[config.mk]
export PLATFORM = sky130hd
export DESIGN_NAME = cba_aux_signals
export DESIGN_NICKNAME = d
export VERILOG_FILES = /design/src/hdl/cba_pkg.sv /design/src/hdl/cba_sync2.sv /design/src/hdl/cba_timer.sv /design/src/hdl/cba_aux_signals.sv
export VERILOG_INCLUDE_DIRS = /design/src /design/src/hdl
export SDC_FILE = /design/constraint.sdc
export NUM_CORES = 1
export LEC_CHECK = 0
export ABC_AREA = 1
export BUFFER_PORTS_ARGS = -buffer_cell sky130_fd_sc_hd__buf_2
export CAP_MARGIN = 20
export CORE_UTILIZATION = 40
export DETAILED_ROUTE_END_ITERATION = 16
export SYNTH_ARGS = -nofsm -noshare
export SYNTH_HDL_FRONTEND = slang
export SYNTH_HIERARCHICAL = 1
export SYNTH_SLANG_ARGS = --single-unit
export TNS_END_PERCENT = 1
[constraint.sdc]
create_clock -name clk -period 2.3 [get_ports clk]
set_clock_uncertainty 0.15 [all_clocks]
set_input_delay 0.46 -clock clk [delete_from_list [all_inputs] [get_ports clk]]
set_output_delay 0.46 -clock clk [all_outputs]
set_load 0.02 [all_outputs]
[src/hdl/cba_cfg.svh]
// Constants of the bus auxiliary signal block: reset values, widths and timing counts.
// Assumes a 100 MHz double-rate clock from which the system clock is divided by two.
`ifndef CBA_CFG_SVH
`define CBA_CFG_SVH

// ****************************************************************
// Timing
// ****************************************************************
`define CBA_CLK_PERIOD_PS 10000
`define CBA_TC_LOW_HALF_SYS 3
`define CBA_TC_PULSE_CLKS ((`CBA_TC_LOW_HALF_SYS * 2 * `CBA_CLK_PERIOD_PS) / (2 * `CBA_CLK_PERIOD_PS))

// ****************************************************************
// Widths and reset values
// ****************************************************************
`define CBA_CNT_W 5
`define CBA_TIMER_W 24
`define CBA_INT_IDLE 3'h7
`define CBA_LANE_IDLE 2'h3
`define CBA_MODE_RST 6'h3f

`endif

[src/hdl/cba_pkg.sv]
// Types of the bus auxiliary signal block.
// Assumes cba_cfg.svh is on the include path.
`include "cba_cfg.svh"
package cba_pkg;

	// ****************************************************************
	// Transfer request from the bus interface unit
	// ****************************************************************
	typedef struct packed {
		logic isRead;
		logic [1:0] byteLane;
		logic [`CBA_CNT_W-1:0] datumCount;
	} cba_xfer_req_t;

	// ****************************************************************
	// Pins that face the bus, all active-low except systemRefClock
	// ****************************************************************
	typedef struct packed {
		logic readStrobe_n;
		logic writeStrobe_n;
		logic [1:0] halfwordLaneStrobe_n;
		logic lastDatum_n;
		logic timerTerminalCount_n;
		logic busGrantOut_n;
		logic systemRefClock;
	} cba_pins_t;

	typedef enum logic [2:0] {
		ST_IDLE = 3'b001,
		ST_ADDR = 3'b010,
		ST_DATA = 3'b100
	} cba_state_t;

	typedef enum logic [1:0] {
		TM_RUN = 2'b01,
		TM_HOLD = 2'b10
	} cba_tstate_t;

endpackage

[src/hdl/cba_sync2.sv]
// Two flip-flop synchroniser for pins from outside the clock domain.
// Assumes a synchronous active-high reset on the local clock.
`timescale 1ns/10ps
module cba_sync2 #(
	parameter int W = 1,
	parameter logic [W-1:0] RST_VAL = '1
)(
	input wire logic clk,
	input wire logic sys_rst,
	input wire logic [W-1:0] asyncIn,
	output logic [W-1:0] syncOut
);
	logic [W-1:0] meta_q;
	logic [W-1:0] meta_d;
	logic [W-1:0] sync_q;
	logic [W-1:0] sync_d;

	always_comb
	begin
		meta_d = asyncIn;
		sync_d = meta_q;
	end

	always_ff @(posedge clk)
	begin
		if (sys_rst)
		begin
			meta_q <= RST_VAL;
			sync_q <= RST_VAL;
		end
		else
		begin
			meta_q <= meta_d;
			sync_q <= sync_d;
		end
	end

	assign syncOut = sync_q;
endmodule

[src/hdl/cba_timer.sv]
// On-chip down-counting timer with terminal-count output.
// Assumes tick is a one-clock pulse once per system clock.
`timescale 1ns/10ps
`include "cba_cfg.svh"
module cba_timer #(
	parameter int TW = `CBA_TIMER_W,
	parameter int PULSE_CLKS = `CBA_TC_PULSE_CLKS
)(
	input wire logic clk,
	input wire logic sys_rst,
	input wire logic tick,
	input wire logic softMode,
	input wire logic softReset,
	input wire logic [TW-1:0] reloadValue,
	output logic tcActive
);
	cba_pkg::cba_tstate_t st_q;
	cba_pkg::cba_tstate_t st_d;
	logic [TW-1:0] cnt_q;
	logic [TW-1:0] cnt_d;
	logic [3:0] pulse_q;
	logic [3:0] pulse_d;

	always_comb
	begin
		st_d = st_q;
		cnt_d = cnt_q;
		pulse_d = pulse_q;
		case (st_q)
			cba_pkg::TM_RUN:
			begin
				if (tick)
				begin
					if (cnt_q == '0)
					begin
						cnt_d = reloadValue;
						st_d = cba_pkg::TM_HOLD;
						pulse_d = 4'(PULSE_CLKS - 1);
					end
					else
					begin
						cnt_d = cnt_q - 1'b1;
					end
				end
			end
			cba_pkg::TM_HOLD:
			begin
				if (softMode)
				begin
					if (softReset)
					begin
						st_d = cba_pkg::TM_RUN;
					end
				end
				else if (pulse_q == 4'h0)
				begin
					st_d = cba_pkg::TM_RUN;
				end
				else
				begin
					pulse_d = pulse_q - 1'b1;
					if (tick && cnt_q != '0)
					begin
						cnt_d = cnt_q - 1'b1;
					end
				end
			end
			default:
			begin
				st_d = cba_pkg::TM_RUN;
			end
		endcase
		if (softMode && softReset)
		begin
			cnt_d = reloadValue;
		end
	end

	always_ff @(posedge clk)
	begin
		if (sys_rst)
		begin
			st_q <= cba_pkg::TM_RUN;
			cnt_q <= '0;
			pulse_q <= 4'h0;
		end
		else
		begin
			st_q <= st_d;
			cnt_q <= cnt_d;
			pulse_q <= pulse_d;
		end
	end

	assign tcActive = (st_q == cba_pkg::TM_HOLD);
endmodule

[src/hdl/cba_aux_signals.sv]
// Auxiliary bus control signals: lane strobes, final-datum flag, terminal count,
// bus fault handling, interrupt and mode inputs, output float and system clock.
// Assumes clk is the double-rate master clock and the core logic shares it.
`timescale 1ns/10ps
`include "cba_cfg.svh"
module cba_aux_signals #(
	parameter int CW = `CBA_CNT_W,
	parameter int TW = `CBA_TIMER_W
)(
	input wire logic clk,
	input wire logic sys_rst,
	input wire logic xferStart,
	input wire cba_pkg::cba_xfer_req_t xferReq,
	output logic xferReady,
	output logic xferDone,
	output logic busErrorException,
	input wire logic maskReadLanes,
	input wire logic timerSoftMode,
	input wire logic timerSoftReset,
	input wire logic [TW-1:0] timerReload,
	input wire logic busGrantReq,
	output logic [5:0] interruptLevel,
	output logic [5:0] resetMode,
	input wire logic ackIn_n,
	input wire logic readBufferLoad_n,
	input wire logic busFaultIn_n,
	input wire logic [2:0] syncedInterruptIn_n,
	input wire logic [2:0] directInterruptIn_n,
	input wire logic floatAllOutputsReq_n,
	output cba_pkg::cba_pins_t pinOut,
	output logic pinOutEn
);
	// ****************************************************************
	// Pin synchronisers
	// ****************************************************************
	logic [2:0] ctlSync;
	logic [2:0] sIntSync;
	logic [2:0] dIntSync;
	logic floatSync_n;

	cba_sync2 #(.W(3), .RST_VAL(3'h7)) ctlSyncInst (
		.clk(clk),
		.sys_rst(sys_rst),
		.asyncIn({ackIn_n, readBufferLoad_n, busFaultIn_n}),
		.syncOut(ctlSync)
	);

	cba_sync2 #(.W(3), .RST_VAL(`CBA_INT_IDLE)) sIntSyncInst (
		.clk(clk),
		.sys_rst(1'b0),
		.asyncIn(syncedInterruptIn_n),
		.syncOut(sIntSync)
	);

	cba_sync2 #(.W(3), .RST_VAL(`CBA_INT_IDLE)) dIntSyncInst (
		.clk(clk),
		.sys_rst(1'b0),
		.asyncIn(directInterruptIn_n),
		.syncOut(dIntSync)
	);

	cba_sync2 #(.W(1), .RST_VAL(1'b1)) floatSyncInst (
		.clk(clk),
		.sys_rst(sys_rst),
		.asyncIn(floatAllOutputsReq_n),
		.syncOut(floatSync_n)
	);

	logic ackSeen;
	logic loadSeen;
	logic faultSeen;

	assign ackSeen = ~ctlSync[2];
	assign loadSeen = ~ctlSync[1];
	assign faultSeen = ~ctlSync[0];

	// ****************************************************************
	// System clock divider
	// ****************************************************************
	logic phase_q;
	logic phase_d;
	logic sysTick;

	always_comb
	begin
		phase_d = ~phase_q;
	end

	always_ff @(posedge clk)
	begin
		if (sys_rst)
		begin
			phase_q <= 1'b0;
		end
		else
		begin
			phase_q <= phase_d;
		end
	end

	assign sysTick = ~phase_q;

	// ****************************************************************
	// Interrupt path and reset mode capture
	// ****************************************************************
	logic [2:0] sIntStage_q;
	logic [2:0] sIntStage_d;
	logic [5:0] intLevel_q;
	logic [5:0] intLevel_d;
	logic [5:0] mode_q;
	logic [5:0] mode_d;

	always_comb
	begin
		sIntStage_d = sIntStage_q;
		intLevel_d = intLevel_q;
		mode_d = mode_q;
		if (sysTick)
		begin
			sIntStage_d = ~sIntSync;
			intLevel_d = {~dIntSync, sIntStage_q};
		end
		if (sys_rst)
		begin
			mode_d = ~{dIntSync, sIntSync};
		end
	end

	always_ff @(posedge clk)
	begin
		mode_q <= mode_d;
		if (sys_rst)
		begin
			sIntStage_q <= 3'h0;
			intLevel_q <= 6'h00;
		end
		else
		begin
			sIntStage_q <= sIntStage_d;
			intLevel_q <= intLevel_d;
		end
	end

	assign interruptLevel = intLevel_q;
	assign resetMode = mode_q;

	// ****************************************************************
	// Transaction sequencer
	// ****************************************************************
	cba_pkg::cba_state_t st_q;
	cba_pkg::cba_state_t st_d;
	cba_pkg::cba_xfer_req_t req_q;
	cba_pkg::cba_xfer_req_t req_d;
	logic [CW-1:0] remain_q;
	logic [CW-1:0] remain_d;
	logic done_q;
	logic done_d;
	logic berr_q;
	logic berr_d;
	logic datumEvent;

	assign xferReady = (st_q == cba_pkg::ST_IDLE);
	assign datumEvent = req_q.isRead ? loadSeen : ackSeen;

	always_comb
	begin
		st_d = st_q;
		req_d = req_q;
		remain_d = remain_q;
		done_d = 1'b0;
		berr_d = 1'b0;
		case (st_q)
			cba_pkg::ST_IDLE:
			begin
				if (xferStart)
				begin
					req_d = xferReq;
					remain_d = (xferReq.datumCount == '0) ? CW'(1) : xferReq.datumCount;
					st_d = cba_pkg::ST_ADDR;
				end
			end
			cba_pkg::ST_ADDR:
			begin
				if (sysTick)
				begin
					st_d = cba_pkg::ST_DATA;
				end
			end
			cba_pkg::ST_DATA:
			begin
				if (sysTick)
				begin
					if (faultSeen)
					begin
						st_d = cba_pkg::ST_IDLE;
						done_d = 1'b1;
						berr_d = req_q.isRead;
					end
					else if (datumEvent)
					begin
						if (remain_q == CW'(1))
						begin
							st_d = cba_pkg::ST_IDLE;
							done_d = 1'b1;
						end
						else
						begin
							remain_d = remain_q - 1'b1;
						end
					end
				end
			end
			default:
			begin
				st_d = cba_pkg::ST_IDLE;
			end
		endcase
	end

	always_ff @(posedge clk)
	begin
		if (sys_rst)
		begin
			st_q <= cba_pkg::ST_IDLE;
			req_q <= '0;
			remain_q <= '0;
			done_q <= 1'b0;
			berr_q <= 1'b0;
		end
		else
		begin
			st_q <= st_d;
			req_q <= req_d;
			remain_q <= remain_d;
			done_q <= done_d;
			berr_q <= berr_d;
		end
	end

	assign xferDone = done_q;
	assign busErrorException = berr_q;

	// ****************************************************************
	// Timer
	// ****************************************************************
	logic tcActive;

	cba_timer #(.TW(TW)) timerInst (
		.clk(clk),
		.sys_rst(sys_rst),
		.tick(sysTick),
		.softMode(timerSoftMode),
		.softReset(timerSoftReset),
		.reloadValue(timerReload),
		.tcActive(tcActive)
	);

	// ****************************************************************
	// Registered pin outputs
	// ****************************************************************
	cba_pkg::cba_pins_t pins_q;
	cba_pkg::cba_pins_t pins_d;
	logic oe_q;
	logic oe_d;
	logic inData;

	assign inData = (st_d == cba_pkg::ST_DATA);

	always_comb
	begin
		pins_d.readStrobe_n = ~(inData && req_d.isRead);
		pins_d.writeStrobe_n = ~(inData && !req_d.isRead);
		pins_d.halfwordLaneStrobe_n = `CBA_LANE_IDLE;
		if (inData && !(req_d.isRead && maskReadLanes))
		begin
			pins_d.halfwordLaneStrobe_n[1] = ~req_d.byteLane[1];
			pins_d.halfwordLaneStrobe_n[0] = ~req_d.byteLane[0];
		end
		pins_d.lastDatum_n = ~(inData && remain_d == CW'(1));
		pins_d.timerTerminalCount_n = ~tcActive;
		pins_d.busGrantOut_n = ~busGrantReq;
		pins_d.systemRefClock = phase_d;
		oe_d = floatSync_n;
	end

	always_ff @(posedge clk)
	begin
		if (sys_rst)
		begin
			pins_q <= '{readStrobe_n: 1'b1, writeStrobe_n: 1'b1, halfwordLaneStrobe_n: `CBA_LANE_IDLE,
				lastDatum_n: 1'b1, timerTerminalCount_n: 1'b1, busGrantOut_n: 1'b1,
				systemRefClock: 1'b0};
			oe_q <= 1'b1;
		end
		else
		begin
			pins_q <= pins_d;
			oe_q <= oe_d;
		end
	end

	assign pinOut = pins_q;
	assign pinOutEn = oe_q;
endmodule

==> results of run 1 <==
==> final timing paths <==
path | start | end | slack [ns] | cells past startpoint
max reg2reg | timerInst/cnt_q[0]$_SDFFE_PP0P_ | timerInst/cnt_q[1]$_SDFFE_PP0P_ | 0.20 | 14
max | timerInst/cnt_q[0]$_SDFFE_PP0P_ | timerInst/cnt_q[1]$_SDFFE_PP0P_ | 0.20 | 14
min reg2reg | dIntSyncInst/meta_q[0]$_SDFF_PP1_ | dIntSyncInst/syncOut[0]$_SDFF_PP1_ | 0.26 | 2
min | syncedInterruptIn_n[1] | sIntSyncInst/meta_q[1]$_SDFF_PP1_ | 0.1 | 3
==> cells by family (layout without fill, tap and decap cells) <==
group,count (synthesis),after routing
compound gates,55,55
xor+xnor,16,16
fa+ha+maj,6,6
buf+inv,110,190
flops,87,87
other cells,1,2
simple gates,386,386
==> through the flow <==
stage | setup WS, ns | hold WS, ns
finish | 0.1999 | 0.09653
CTS | 0.1927 | 0.08018
detailed placement | 0.2050 | 0.2470
global placement | 0.2533 | 0.2418
floorplan | 0.5716 | 0.2365
global route | 0.002082 | 0.08398
==> power by group through the flow <==
| stage | logic (mW) | registers, mW | clock network [mW] |
|---|---|---|---|
| floorplan | 1.06 | 1.88 | 0 |
| finish | 1.41 | 1.82 | 1.04 |
| global route | 1.62 | 1.85 | 1.15 |
| detailed placement | 1.42 | 1.85 | 0 |
| global placement | 1.38 | 1.85 | 0 |
| CTS | 1.42 | 1.82 | 1.08 |
==> Yosys cell counts, drive strengths merged <==
cell / n / share of area
a211oi: 1 / 0.0028
a21oi: 17 / 0.020
buf: 9 / 0.018
clkbuf: 7 / 0.0059
clkinv: 3 / 0.0028
conb: 1 / 0.00084
dfxtp: 81 / 0.36
edfxtp: 6 / 0.040
ha: 6 / 0.017
inv: 91 / 0.076
nand2: 200 / 0.18
nand3: 45 / 0.051
nand3b: 5 / 0.0084
nand4: 9 / 0.014
nor2: 122 / 0.12
nor3: 4 / 0.0070
o211ai: 1 / 0.0017
o21ai: 35 / 0.040
o21bai: 1 / 0.0017
or2: 1 / 0.0014
xnor2: 1 / 0.0020
xor2: 15 / 0.029
==> sequential cells by signal, indices dropped and copies added (netlist names) <==
name                   flops
sIntSyncInst/syncOut       3
req_q                      3
dIntSyncInst/meta_q        3
sIntSyncInst/meta_q        3
st_q                       3
dIntSyncInst/syncOut       3
floatSyncInst/syncOut      1
interruptLevel             6
timerInst/cnt_q           24
busErrorException          1
ctlSyncInst/syncOut        3
timerInst/pulse_q          4
floatSyncInst/meta_q       1
pinOut                     8
resetMode                  6
remain_q                   5
pinOutEn                   1
timerInst/st_q             2
ctlSyncInst/meta_q         3
xferDone                   1
sIntStage_q                3
==> tightest hold or removal path, cell delays in order <==
cell     delay (ns)
buf_2          0.07
inv_1          0.03
nand2_1        0.04
==> layout make-up <==
type | instances | area [µm²]
Inverter | 94 | 354.1
Tap cell | 140 | 175.2
Clock inverter | 5 | 37.54
Clock buffer | 11 | 152.6
Timing Repair Buffer | 80 | 420.4
Multi-Input combinational cell | 465 | 2222
Sequential cell | 87 | 1802
Fill cell | 1147 | 5724
==> metal layers <==
metal | GRT usage | vias to the layer above | share of wire
li1 | - | 2181 | -
met1 | 0.2490 | 1788 | 0.48
met2 | 0.3013 | 71 | 0.46
met3 | 0.03874 | 14 | 0.047
met4 | 0.07730 | 0 | 0.016
met5 | 0 | - | 0
==> qor.csv, run 1 <==
stage,metric,value,unit
setup_path,CP Buf/Inv Count,3,
layout,area delta synth->final,15.21,%
cts,clock-pin slew of the registers on the worst-case setup and hold paths,0.10,ns
synth,Mapped Area,4482,µm²
power_and_ir_drop,sw frac,0.3814,
floorplan,Die Wd,107.9,µm
power_and_ir_drop,total power,4.281,mW
global_route,Congestion Overflow GR,0,
timing,Final setup viols,0,
cts,Worst-Skew Late Latency,0.37,ns
cts,post-CTS setup buffers,0,
setup_path,Crit path required time,2.42,ns
power_and_ir_drop,NetSw,1.633,mW
timing,max-slew violation count,0,
cts,post-cts sizing count,0,
placement,GPL Wtd Cong,0.8341,
synth,sequential-to-total area share from yosys stat,0.4020,
route,total number of vias,4054,
route,Final ANT Viol Nets,0,
floorplan,die area,11630,µm²
power_and_ir_drop,total power per unit cell area,829.0,nW/µm²
timing,Final TNS setup,0,ns
cts,CTS sink count,87,
synth,largest family of logic cells by synthesized area,simple AND/OR/NAND/NOR gates,
route,Wirelength per Cell,11.57,µm
setup_path,Critical Path AT,2.22,ns
power_and_ir_drop,maximum VDD drop,0.4751,mV
placement,I/O Buffers,72,
worst_hold_path,Hold Crit Class,in -> reg,
route,drt drc,0,
floorplan,# rows,38,
cts,Max Root-Sink Buffers,2,
cts,CTS hold repair buffers,0,
route,Total Wirelength,10.21,mm
floorplan,core area,10890,µm²
timing,final worst-path cycle share,0.9131,
setup_path,"Max FO, Critical Path",22,
setup_path,Max stage delay on crit path,0.33,ns
placement,hpwl dp,7.547,mm
timing,Fin. Hold Viols,0,
timing,Worst Max-Slew Pin Slew,0.5823,ns
timing,Relative slew margins,0.6104,
layout,layout cell share with drive strength beyond 1,0.2008,
layout,"commonest non-fill, non-tap cell in the layout",nand2_1,
timing,fmax,476.2,MHz
power_and_ir_drop,clock network fraction of design power,0.244,
timing,Tmin final,2.100,ns
setup_path,Crit. End Element,flip-flop,
synth,Netlist cell types,36,
synth,area share of xor/xnor cells in the synthesized design,0.03127,
setup_path,CP startpoint kind,flip-flop,
setup_path,crit-path cells,inv_1 > ha_1 > inv_1 > nor2_1 > nand2_1 > nor2_2 > nand3_1 > nand2_1 > nand2_2 > nand2_4 > nand2_4 > clkinv_2 > nor2_1 > nor2_2,
floorplan,IO Count,73,
synth,YS warnings,6,
cts,CTS Buf Count,9,
cts,H-tree depth,3,
global_route,GRT Overall Usage,0.1894,
layout,Non-Filler Instances,882,
global_route,largest net degree at the start of global routing,28,
setup_path,critical path's slowest cell,dfxtp_1,
synth,post-synthesis simple-gate area fraction,0.3802,
route,drt pass-1 iters,4,
power_and_ir_drop,Internal,2.648,mW
floorplan,Die Y,107.9,µm
timing,RSZ-0062 raised after global routing,no,
synth,Synth Area in Compound Gates,0.06588,
route,vias per cell,4.596,
layout,most frequent cells in the layout,"nand2_1 (189), nor2_1 (92), inv_1 (86)",
route,DRT iter0 DRCs,166,
floorplan,Initial Util,0.4116,
power_and_ir_drop,Lkg Pwr,2.623,nW
layout,final net count,792,
global_route,antenna violations before repair,0,
cts,CTS tree,built,
setup_path,Top delay family on crit path,simple AND/OR/NAND/NOR gates,
global_route,first-pass GRT wire length,17.06,mm
power_and_ir_drop,Seq pwr share,0.426,
synth,"Avg Cell Area, Syn",6.780,µm²
layout,Final Core Density,0.4743,
setup_path,CP Class,reg -> reg,
status,status,completed,
cts,Clock Tree Root,clkbuf_8,
synth,synthesized flop and latch total,87,
power_and_ir_drop,combinational power share,0.330,
global_route,vias in the first global route,3790,
layout,number of diodes,0,
layout,fin area,5164,µm²
placement,cell count after placement,866,
placement,area of placed instances,4974,µm²
synth,Gate Count Post-Synth,661,
synth,Synth Area in Adders,0.01675,
job,max cap viols,0,
synth,mux cell area share after synthesis,0,
(Power assumes the default switching activity.)
==> inputs of run 2 (changes only) <==
==> constraint.sdc (replaced) <==
create_clock -name clk -period 2.3 [get_ports clk]
set_clock_uncertainty 0.15 [all_clocks]
set_input_delay 0.575 -clock clk [delete_from_list [all_inputs] [get_ports clk]]
set_output_delay 0.575 -clock clk [all_outputs]
set_load 0.02 [all_outputs]
==> run 2 against run 1 <==
Compared with the run above: critical path depth unchanged; critical path type unchanged; largest power group unchanged; fmax grew 4.8%; largest cell class unchanged; worst hold slack improved by 0.13 ns; non-clock buffer count up 1; clock power increased by 11%; sequential cell count is the same.
==> qor.csv, run 2 (same netlist as run 1, synthesis figures left out) <==
stage,metric,value,unit,change
floorplan,Initial Util,0.4116,,unchanged
global_route,GRT Overall Usage,0.1880,,-0.001350
worst_hold_path,hold path startpoint,syncedInterruptIn_n[1],,
cts,CTS hold repair buffers,0,,unchanged
setup_path,reg-to-reg endpoint,timerInst/cnt_q[6]$_SDFFE_PP0P_,,
timing,Tmin final,2.004,ns,-0.09599 ns
timing,Worst Max-Slew Pin Slew,0.8646,ns,+0.2823 ns
floorplan,# rows,38,,unchanged
cts,Clock Tree Root,clkbuf_8,,
floorplan,die area,11630,µm²,unchanged
global_route,first-pass GRT wire length,17.11,mm,+0.25%
route,Wirelength per Cell,11.50,µm,-0.67%
setup_path,RR Startpoint,timerInst/cnt_q[0]$_SDFFE_PP0P_,,
setup_path,Crit path required time,2.41,ns,about the same
timing,Final setup viols,0,,unchanged
layout,Final Core Density,0.4784,,+0.004137
worst_hold_path,Hold Crit Class,in -> reg,,
floorplan,Die Y,107.9,µm,unchanged
cts,clock-pin slew of the registers on the worst-case setup and hold paths,0.09,ns,about the same
setup_path,critical path's slowest cell,dfxtp_1,,
power_and_ir_drop,combinational power share,0.322,,-0.008
placement,area of placed instances,4981,µm²,+0.15%
setup_path,Crit. End Element,flip-flop,,
setup_path,CP Buf/Inv Count,3,,unchanged
global_route,Congestion Overflow GR,0,,unchanged
route,drt pass-1 iters,4,,unchanged
cts,CTS tree,built,,
placement,I/O Buffers,72,,unchanged
layout,area delta synth->final,16.22,%,
power_and_ir_drop,Seq pwr share,0.415,,-0.011
route,Total Wirelength,10.15,mm,-0.56%
timing,RSZ-0062 raised after global routing,no,,
route,Final ANT Viol Nets,0,,unchanged
setup_path,crit-path cells,inv_1 > ha_1 > inv_1 > nor2_1 > nand2_1 > nor2_2 > nand3_1 > nand2_1 > nand2_2 > nand2_4 > buf_4 > nand3_1 > nand2_1 > nor2_2,,
cts,CTS Buf Count,9,,unchanged
cts,CTS sink count,87,,unchanged
layout,fin area,5209,µm²,+0.87%
floorplan,Die Wd,107.9,µm,unchanged
layout,fill cell count,1139,,-0.70%
power_and_ir_drop,NetSw,1.661,mW,+1.8%
layout,number of diodes,0,,unchanged
layout,largest reg by FF count,timerInst/cnt_q,,
layout,FF+latch area,1802,µm²,unchanged
global_route,vias in the first global route,3875,,+2.2%
setup_path,CP startpoint kind,flip-flop,,
setup_path,Top delay family on crit path,simple AND/OR/NAND/NOR gates,,
layout,most frequent cells in the layout,"nand2_1 (189), nor2_1 (92), inv_1 (86)",,
setup_path,Worst R2R Path Depth,14,,unchanged
setup_path,"most used cell, CP",nand2_1,,
timing,max-slew violation count,0,,unchanged
timing,WHS,0.2286,ns,+0.1321 ns
setup_path,CP Class,reg -> reg,,
worst_hold_path,Hold Crit Depth,3,,unchanged
placement,hpwl dp,7.676,mm,+1.7%
route,DRT iter0 DRCs,184,,+11%
timing,Relative slew margins,0.4200,,-0.1903
layout,"commonest non-fill, non-tap cell in the layout",nand2_1,,
layout,Non-Filler Instances,883,,+0.11%
cts,Max Root-Sink Buffers,2,,unchanged
route,total number of vias,4131,,+1.9%
job,max cap viols,0,,unchanged
timing,Fin. Hold Viols,0,,unchanged
floorplan,IO Count,73,,unchanged
timing,final worst-path cycle share,0.8714,,-0.04173
status,status,completed,,
timing,fmax,499.0,MHz,+4.8%
layout,layout cell share with drive strength beyond 1,0.2032,,+0.002422
power_and_ir_drop,sw frac,0.3779,,-0.003483
placement,GPL Wtd Cong,0.8093,,-3.0%
cts,H-tree depth,3,,unchanged
timing,Final TNS setup,0,ns,unchanged
setup_path,"Max FO, Critical Path",14,,-36%
setup_path,Max stage delay on crit path,0.32,ns,about the same
setup_path,flop2flop setup slack,0.30,ns,+0.10 ns
worst_hold_path,Hold Crit Endpoint,sIntSyncInst/meta_q[1]$_SDFF_PP1_,,
power_and_ir_drop,clock network fraction of design power,0.263,,+0.019
power_and_ir_drop,Lkg Pwr,2.648,nW,+0.95%
route,vias per cell,4.678,,+1.8%
setup_path,Critical Path AT,2.11,ns,-0.11 ns
layout,number of flip-flops in the largest register,24,,unchanged
layout,multi-input combinational cell area,2222,µm²,unchanged
global_route,largest net degree at the start of global routing,27,,-3.6%
floorplan,core area,10890,µm²,unchanged
layout,final net count,793,,+0.13%
placement,cell count after placement,867,,+0.12%
power_and_ir_drop,total power per unit cell area,844.0,nW/µm²,+1.8%
power_and_ir_drop,Internal,2.735,mW,+3.3%
power_and_ir_drop,maximum VDD drop,0.4241,mV,-11%
cts,Worst-Skew Late Latency,0.36,ns,about the same
global_route,antenna violations before repair,0,,unchanged
route,drt drc,0,,unchanged
## run 2: layout make-up
cell class | instances | area share
Clock buffer | 11 | 0.03339
Clock inverter | 5 | 0.01009
Inverter | 94 | 0.06822
Multi-Input combinational cell | 465 | 0.4266
Sequential cell | 87 | 0.3459
Tap cell | 140 | 0.03363
Timing Repair Buffer | 81 | 0.08215
## run 2: worst max path at each step
stage | startpoint | end | slack (ns) | cells after the start
final | timerInst/cnt_q[0]$_SDFFE_PP0P_ | timerInst/cnt_q[6]$_SDFFE_PP0P_ | 0.30 | 14
after global routing | timerInst/cnt_q[1]$_SDFFE_PP0P_ | timerInst/cnt_q[1]$_SDFFE_PP0P_ | 0.08 | 14
after CTS | timerInst/cnt_q[0]$_SDFFE_PP0P_ | timerInst/cnt_q[3]$_SDFFE_PP0P_ | 0.18 | 14
after detailed placement | sys_rst | timerInst/pulse_q[2]$_SDFFE_PP0P_ | 0.16 | 6
after global placement | sys_rst | timerInst/pulse_q[2]$_SDFFE_PP0P_ | 0.22 | 6
after floorplan | pinOut[0]$_SDFF_PP0_ | timerInst/cnt_q[10]$_SDFFE_PP0P_ | 0.57 | 10
## run 2: worst min-delay path, stage by stage
cell,delay [ns]
buf_2,0.07
inv_1,0.03
nand2_1,0.04
## run 2: power by group through the flow
stage | clock [mW] | combinational (mW) | sequential, mW
floorplan | 0 | 1.06 | 1.88
global placement | 0 | 1.39 | 1.85
detailed placement | 0 | 1.42 | 1.86
CTS | 1.20 | 1.43 | 1.82
global route | 1.25 | 1.63 | 1.85
finish | 1.15 | 1.42 | 1.82
## run 2: timing repair
| item | 4_1_cts | 5_1_grt |
|---|---|---|
| buffers inserted | 0 | 0 |
| setup endpoints to repair | 0 | 4 |
| endpoints found under the hold margin | 0 | 0 |
| gates resized for setup | 0 | 1 |
## run 2: per-layer routing
metal,track usage,up-vias,routed length (µm)
li1,-,2180,-
met1,0.2376,1859,4715
met2,0.3118,81,4763
met3,0.03753,11,542
met4,0.07632,0,131
met5,0,-,0
## run 2: stage by stage
step           worst slack, ns  power (mW)
6_report                0.2959       4.396
5_1_grt                0.08447       4.725
4_1_cts                 0.1827       4.445
3_5_place_dp            0.1580       3.278
3_3_place_gp            0.2183       3.239
2_1_floorplan           0.5716       2.932
==> inputs of run 3 (changes only) <==
--- a/config.mk
+++ b/config.mk
@@ -9,7 +9,7 @@
 export ABC_AREA = 1
 export BUFFER_PORTS_ARGS = -buffer_cell sky130_fd_sc_hd__buf_2
 export CAP_MARGIN = 20
-export CORE_UTILIZATION = 40
+export CORE_UTILIZATION = 38
 export DETAILED_ROUTE_END_ITERATION = 16
 export SYNTH_ARGS = -nofsm -noshare
 export SYNTH_HDL_FRONTEND = slang
==> run 3 against run 2 <==
Compared with the run above: critical path depth unchanged; worst setup slack got worse by 0.0099 ns; via count shrank 1.3%; combinational power is essentially flat; worst hold slack better by 0.018 ns; register-to-register slack hardly changed; wire length grew 2.6%; die area grew 5.2%; cell area increased by 1.6%; sequential cell count unchanged; sequential power is essentially flat; global-route usage fell by 0.97 points; highest routed layer unchanged.
==> qor.csv, run 3 (same netlist as run 1, synthesis figures left out) <==
stage,metric,value,unit,change
route,vias per cell,4.596,,-1.8%
status,status,completed,,
placement,GPL Wtd Cong,0.8518,,+5.3%
layout,layout cell share with drive strength beyond 1,0.2032,,unchanged
cts,Worst-Skew Late Latency,0.35,ns,about the same
global_route,vias in the first global route,3924,,+1.3%
cts,CTS sink count,87,,unchanged
floorplan,Die Y,110.6,µm,+2.5%
timing,final worst-path cycle share,0.8757,,+0.004326
placement,Place WS,0.1863,ns,+0.02831 ns
cts,clock-pin slew of the registers on the worst-case setup and hold paths,0.07,ns,-0.02 ns
timing,Tmin final,2.014,ns,+0.009950 ns
setup_path,"most used cell, CP",nand2_1,,
route,drt drc,0,,unchanged
timing,Final setup viols,0,,unchanged
placement,hpwl dp,7.701,mm,+0.32%
timing,max-slew violation count,0,,unchanged
floorplan,IO Count,73,,unchanged
timing,Relative slew margins,0.5893,,+0.1693
placement,I/O Buffers,72,,unchanged
route,drt pass-1 iters,4,,unchanged
global_route,first-pass GRT wire length,17.72,mm,+3.6%
route,Final ANT Viol Nets,0,,unchanged
global_route,antenna violations before repair,1,,+1
route,Total Wirelength,10.41,mm,+2.6%
cts,CTS tree,built,,
global_route,GRT Overall Usage,0.1784,,-0.009665
worst_hold_path,Hold Crit Class,in -> reg,,
floorplan,Initial Util,0.3908,,-0.02079
global_route,Congestion Overflow GR,0,,unchanged
setup_path,critical path's slowest cell,dfxtp_1,,
job,max cap viols,0,,unchanged
setup_path,Crit path required time,2.39,ns,-0.02 ns
floorplan,# rows,39,,+2.6%
power_and_ir_drop,total power per unit cell area,892.5,nW/µm²,+5.7%
floorplan,Die Wd,110.6,µm,+2.5%
setup_path,Max stage delay on crit path,0.31,ns,about the same
timing,Fin. Hold Viols,0,,unchanged
floorplan,core area,11470,µm²,+5.3%
setup_path,Crit. End Element,flip-flop,,
layout,fill cell count,1196,,+5.0%
timing,Final TNS setup,0,ns,unchanged
route,Wirelength per Cell,11.74,µm,+2.1%
setup_path,Critical Path AT,2.10,ns,about the same
setup_path,Top delay family on crit path,simple AND/OR/NAND/NOR gates,,
cts,post-CTS setup buffers,0,,unchanged
cts,Clock Tree Root,clkbuf_16,,
layout,number of flip-flops in the largest register,24,,unchanged
layout,most frequent cells in the layout,"nand2_1 (189), nor2_1 (92), inv_1 (86)",,
power_and_ir_drop,maximum VDD drop,0.8175,mV,+93%
cts,CTS Buf Count,9,,unchanged
layout,largest reg by FF count,timerInst/cnt_q,,
floorplan,die area,12230,µm²,+5.2%
setup_path,"Max FO, Critical Path",14,,unchanged
timing,post-route setup slack,0.2859,ns,-0.009950 ns
setup_path,CP Buf/Inv Count,3,,unchanged
setup_path,CP Class,reg -> reg,,
timing,fmax,496.5,MHz,-0.49%
layout,area delta synth->final,18.09,%,
route,total number of vias,4077,,-1.3%
route,DRT iter0 DRCs,213,,+16%
cts,Max Root-Sink Buffers,2,,unchanged
power_and_ir_drop,Lkg Pwr,2.689,nW,+1.6%
timing,RSZ-0062 raised after global routing,no,,
setup_path,CP startpoint kind,flip-flop,,
setup_path,crit-path cells,inv_1 > ha_1 > inv_1 > nor2_1 > nand2_1 > nor2_2 > nand3_1 > nand2_1 > nand2_2 > nand2_4 > buf_4 > nand3b_1 > nand2_1 > nor2_2,,
layout,"commonest non-fill, non-tap cell in the layout",nand2_1,,
layout,final net count,793,,unchanged
cts,H-tree depth,3,,unchanged
global_route,largest net degree at the start of global routing,28,,+3.7%
timing,Worst Max-Slew Pin Slew,0.6138,ns,-0.2508 ns
==> run 3: cell type report <==
cell class                 count  area, µm²  area share
sequential                    87       1802      0.3404
inverter                      94      355.3     0.06714
tap                          143      178.9     0.03381
multi-input combinational    465       2222      0.4199
clock buffer                  10      250.2     0.04728
clock inverter                 6      53.80     0.01017
timing repair buffer          81      427.9     0.08085
antenna                        1      2.502   0.0004728
==> run 3: worst paths after layout <==
kind	slack, ns	endpoint	start	cells after the start
worst max-delay path	0.29	timerInst/cnt_q[4]$_SDFFE_PP0P_	timerInst/cnt_q[0]$_SDFFE_PP0P_	14
worst min-delay path	0.25	sIntSyncInst/meta_q[1]$_SDFF_PP1_	syncedInterruptIn_n[1]	3
worst max register to register	0.29	timerInst/cnt_q[4]$_SDFFE_PP0P_	timerInst/cnt_q[0]$_SDFFE_PP0P_	14
worst min register to register	0.26	sIntSyncInst/syncOut[0]$_SDFF_PP1_	sIntSyncInst/meta_q[0]$_SDFF_PP1_	2
==> run 3: where the power goes <==
part           internal [mW]  switching, mW
logic                  0.490          0.928
registers               1.70          0.125
clock network          0.823          0.661
==> run 3: tightest hold or removal path, cell delays in order <==
cell and delay, ns:
buf_2 0.07, inv_1 0.03, nand2_1 0.04
==> run 3: stage by stage <==
stage	std cells	hold slack [ns]	power, mW	util	cell area [µm²]
after floorplan	662	0.2365	2.932	-	4486
after global placement	870	0.2429	3.238	0.4347	4985
after detailed placement	870	0.2470	3.273	0.4347	4985
after CTS	886	0.2365	4.773	0.4612	5289
after global routing	886	0.2455	5.041	0.4613	5290
final	887	0.2469	4.723	0.4615	5293
==> run 3: layer usage <==
| metal | routed length (µm) | vias to the layer above | global-route usage | share of wire |
|---|---|---|---|---|
| li1 | - | 2179 | - | - |
| met1 | 4905 | 1806 | 0.2239 | 0.47 |
| met2 | 4794 | 79 | 0.2936 | 0.46 |
| met3 | 588 | 13 | 0.05982 | 0.056 |
| met4 | 125 | 0 | 0.04356 | 0.012 |
| met5 | 0 | - | 0 | 0 |
==> run 3: repair_timing <==
item / in CTS / in global routing
hold buffers: 0 / 0
setup endpoints to repair: 0 / 5
gates resized for setup: 0 / 1
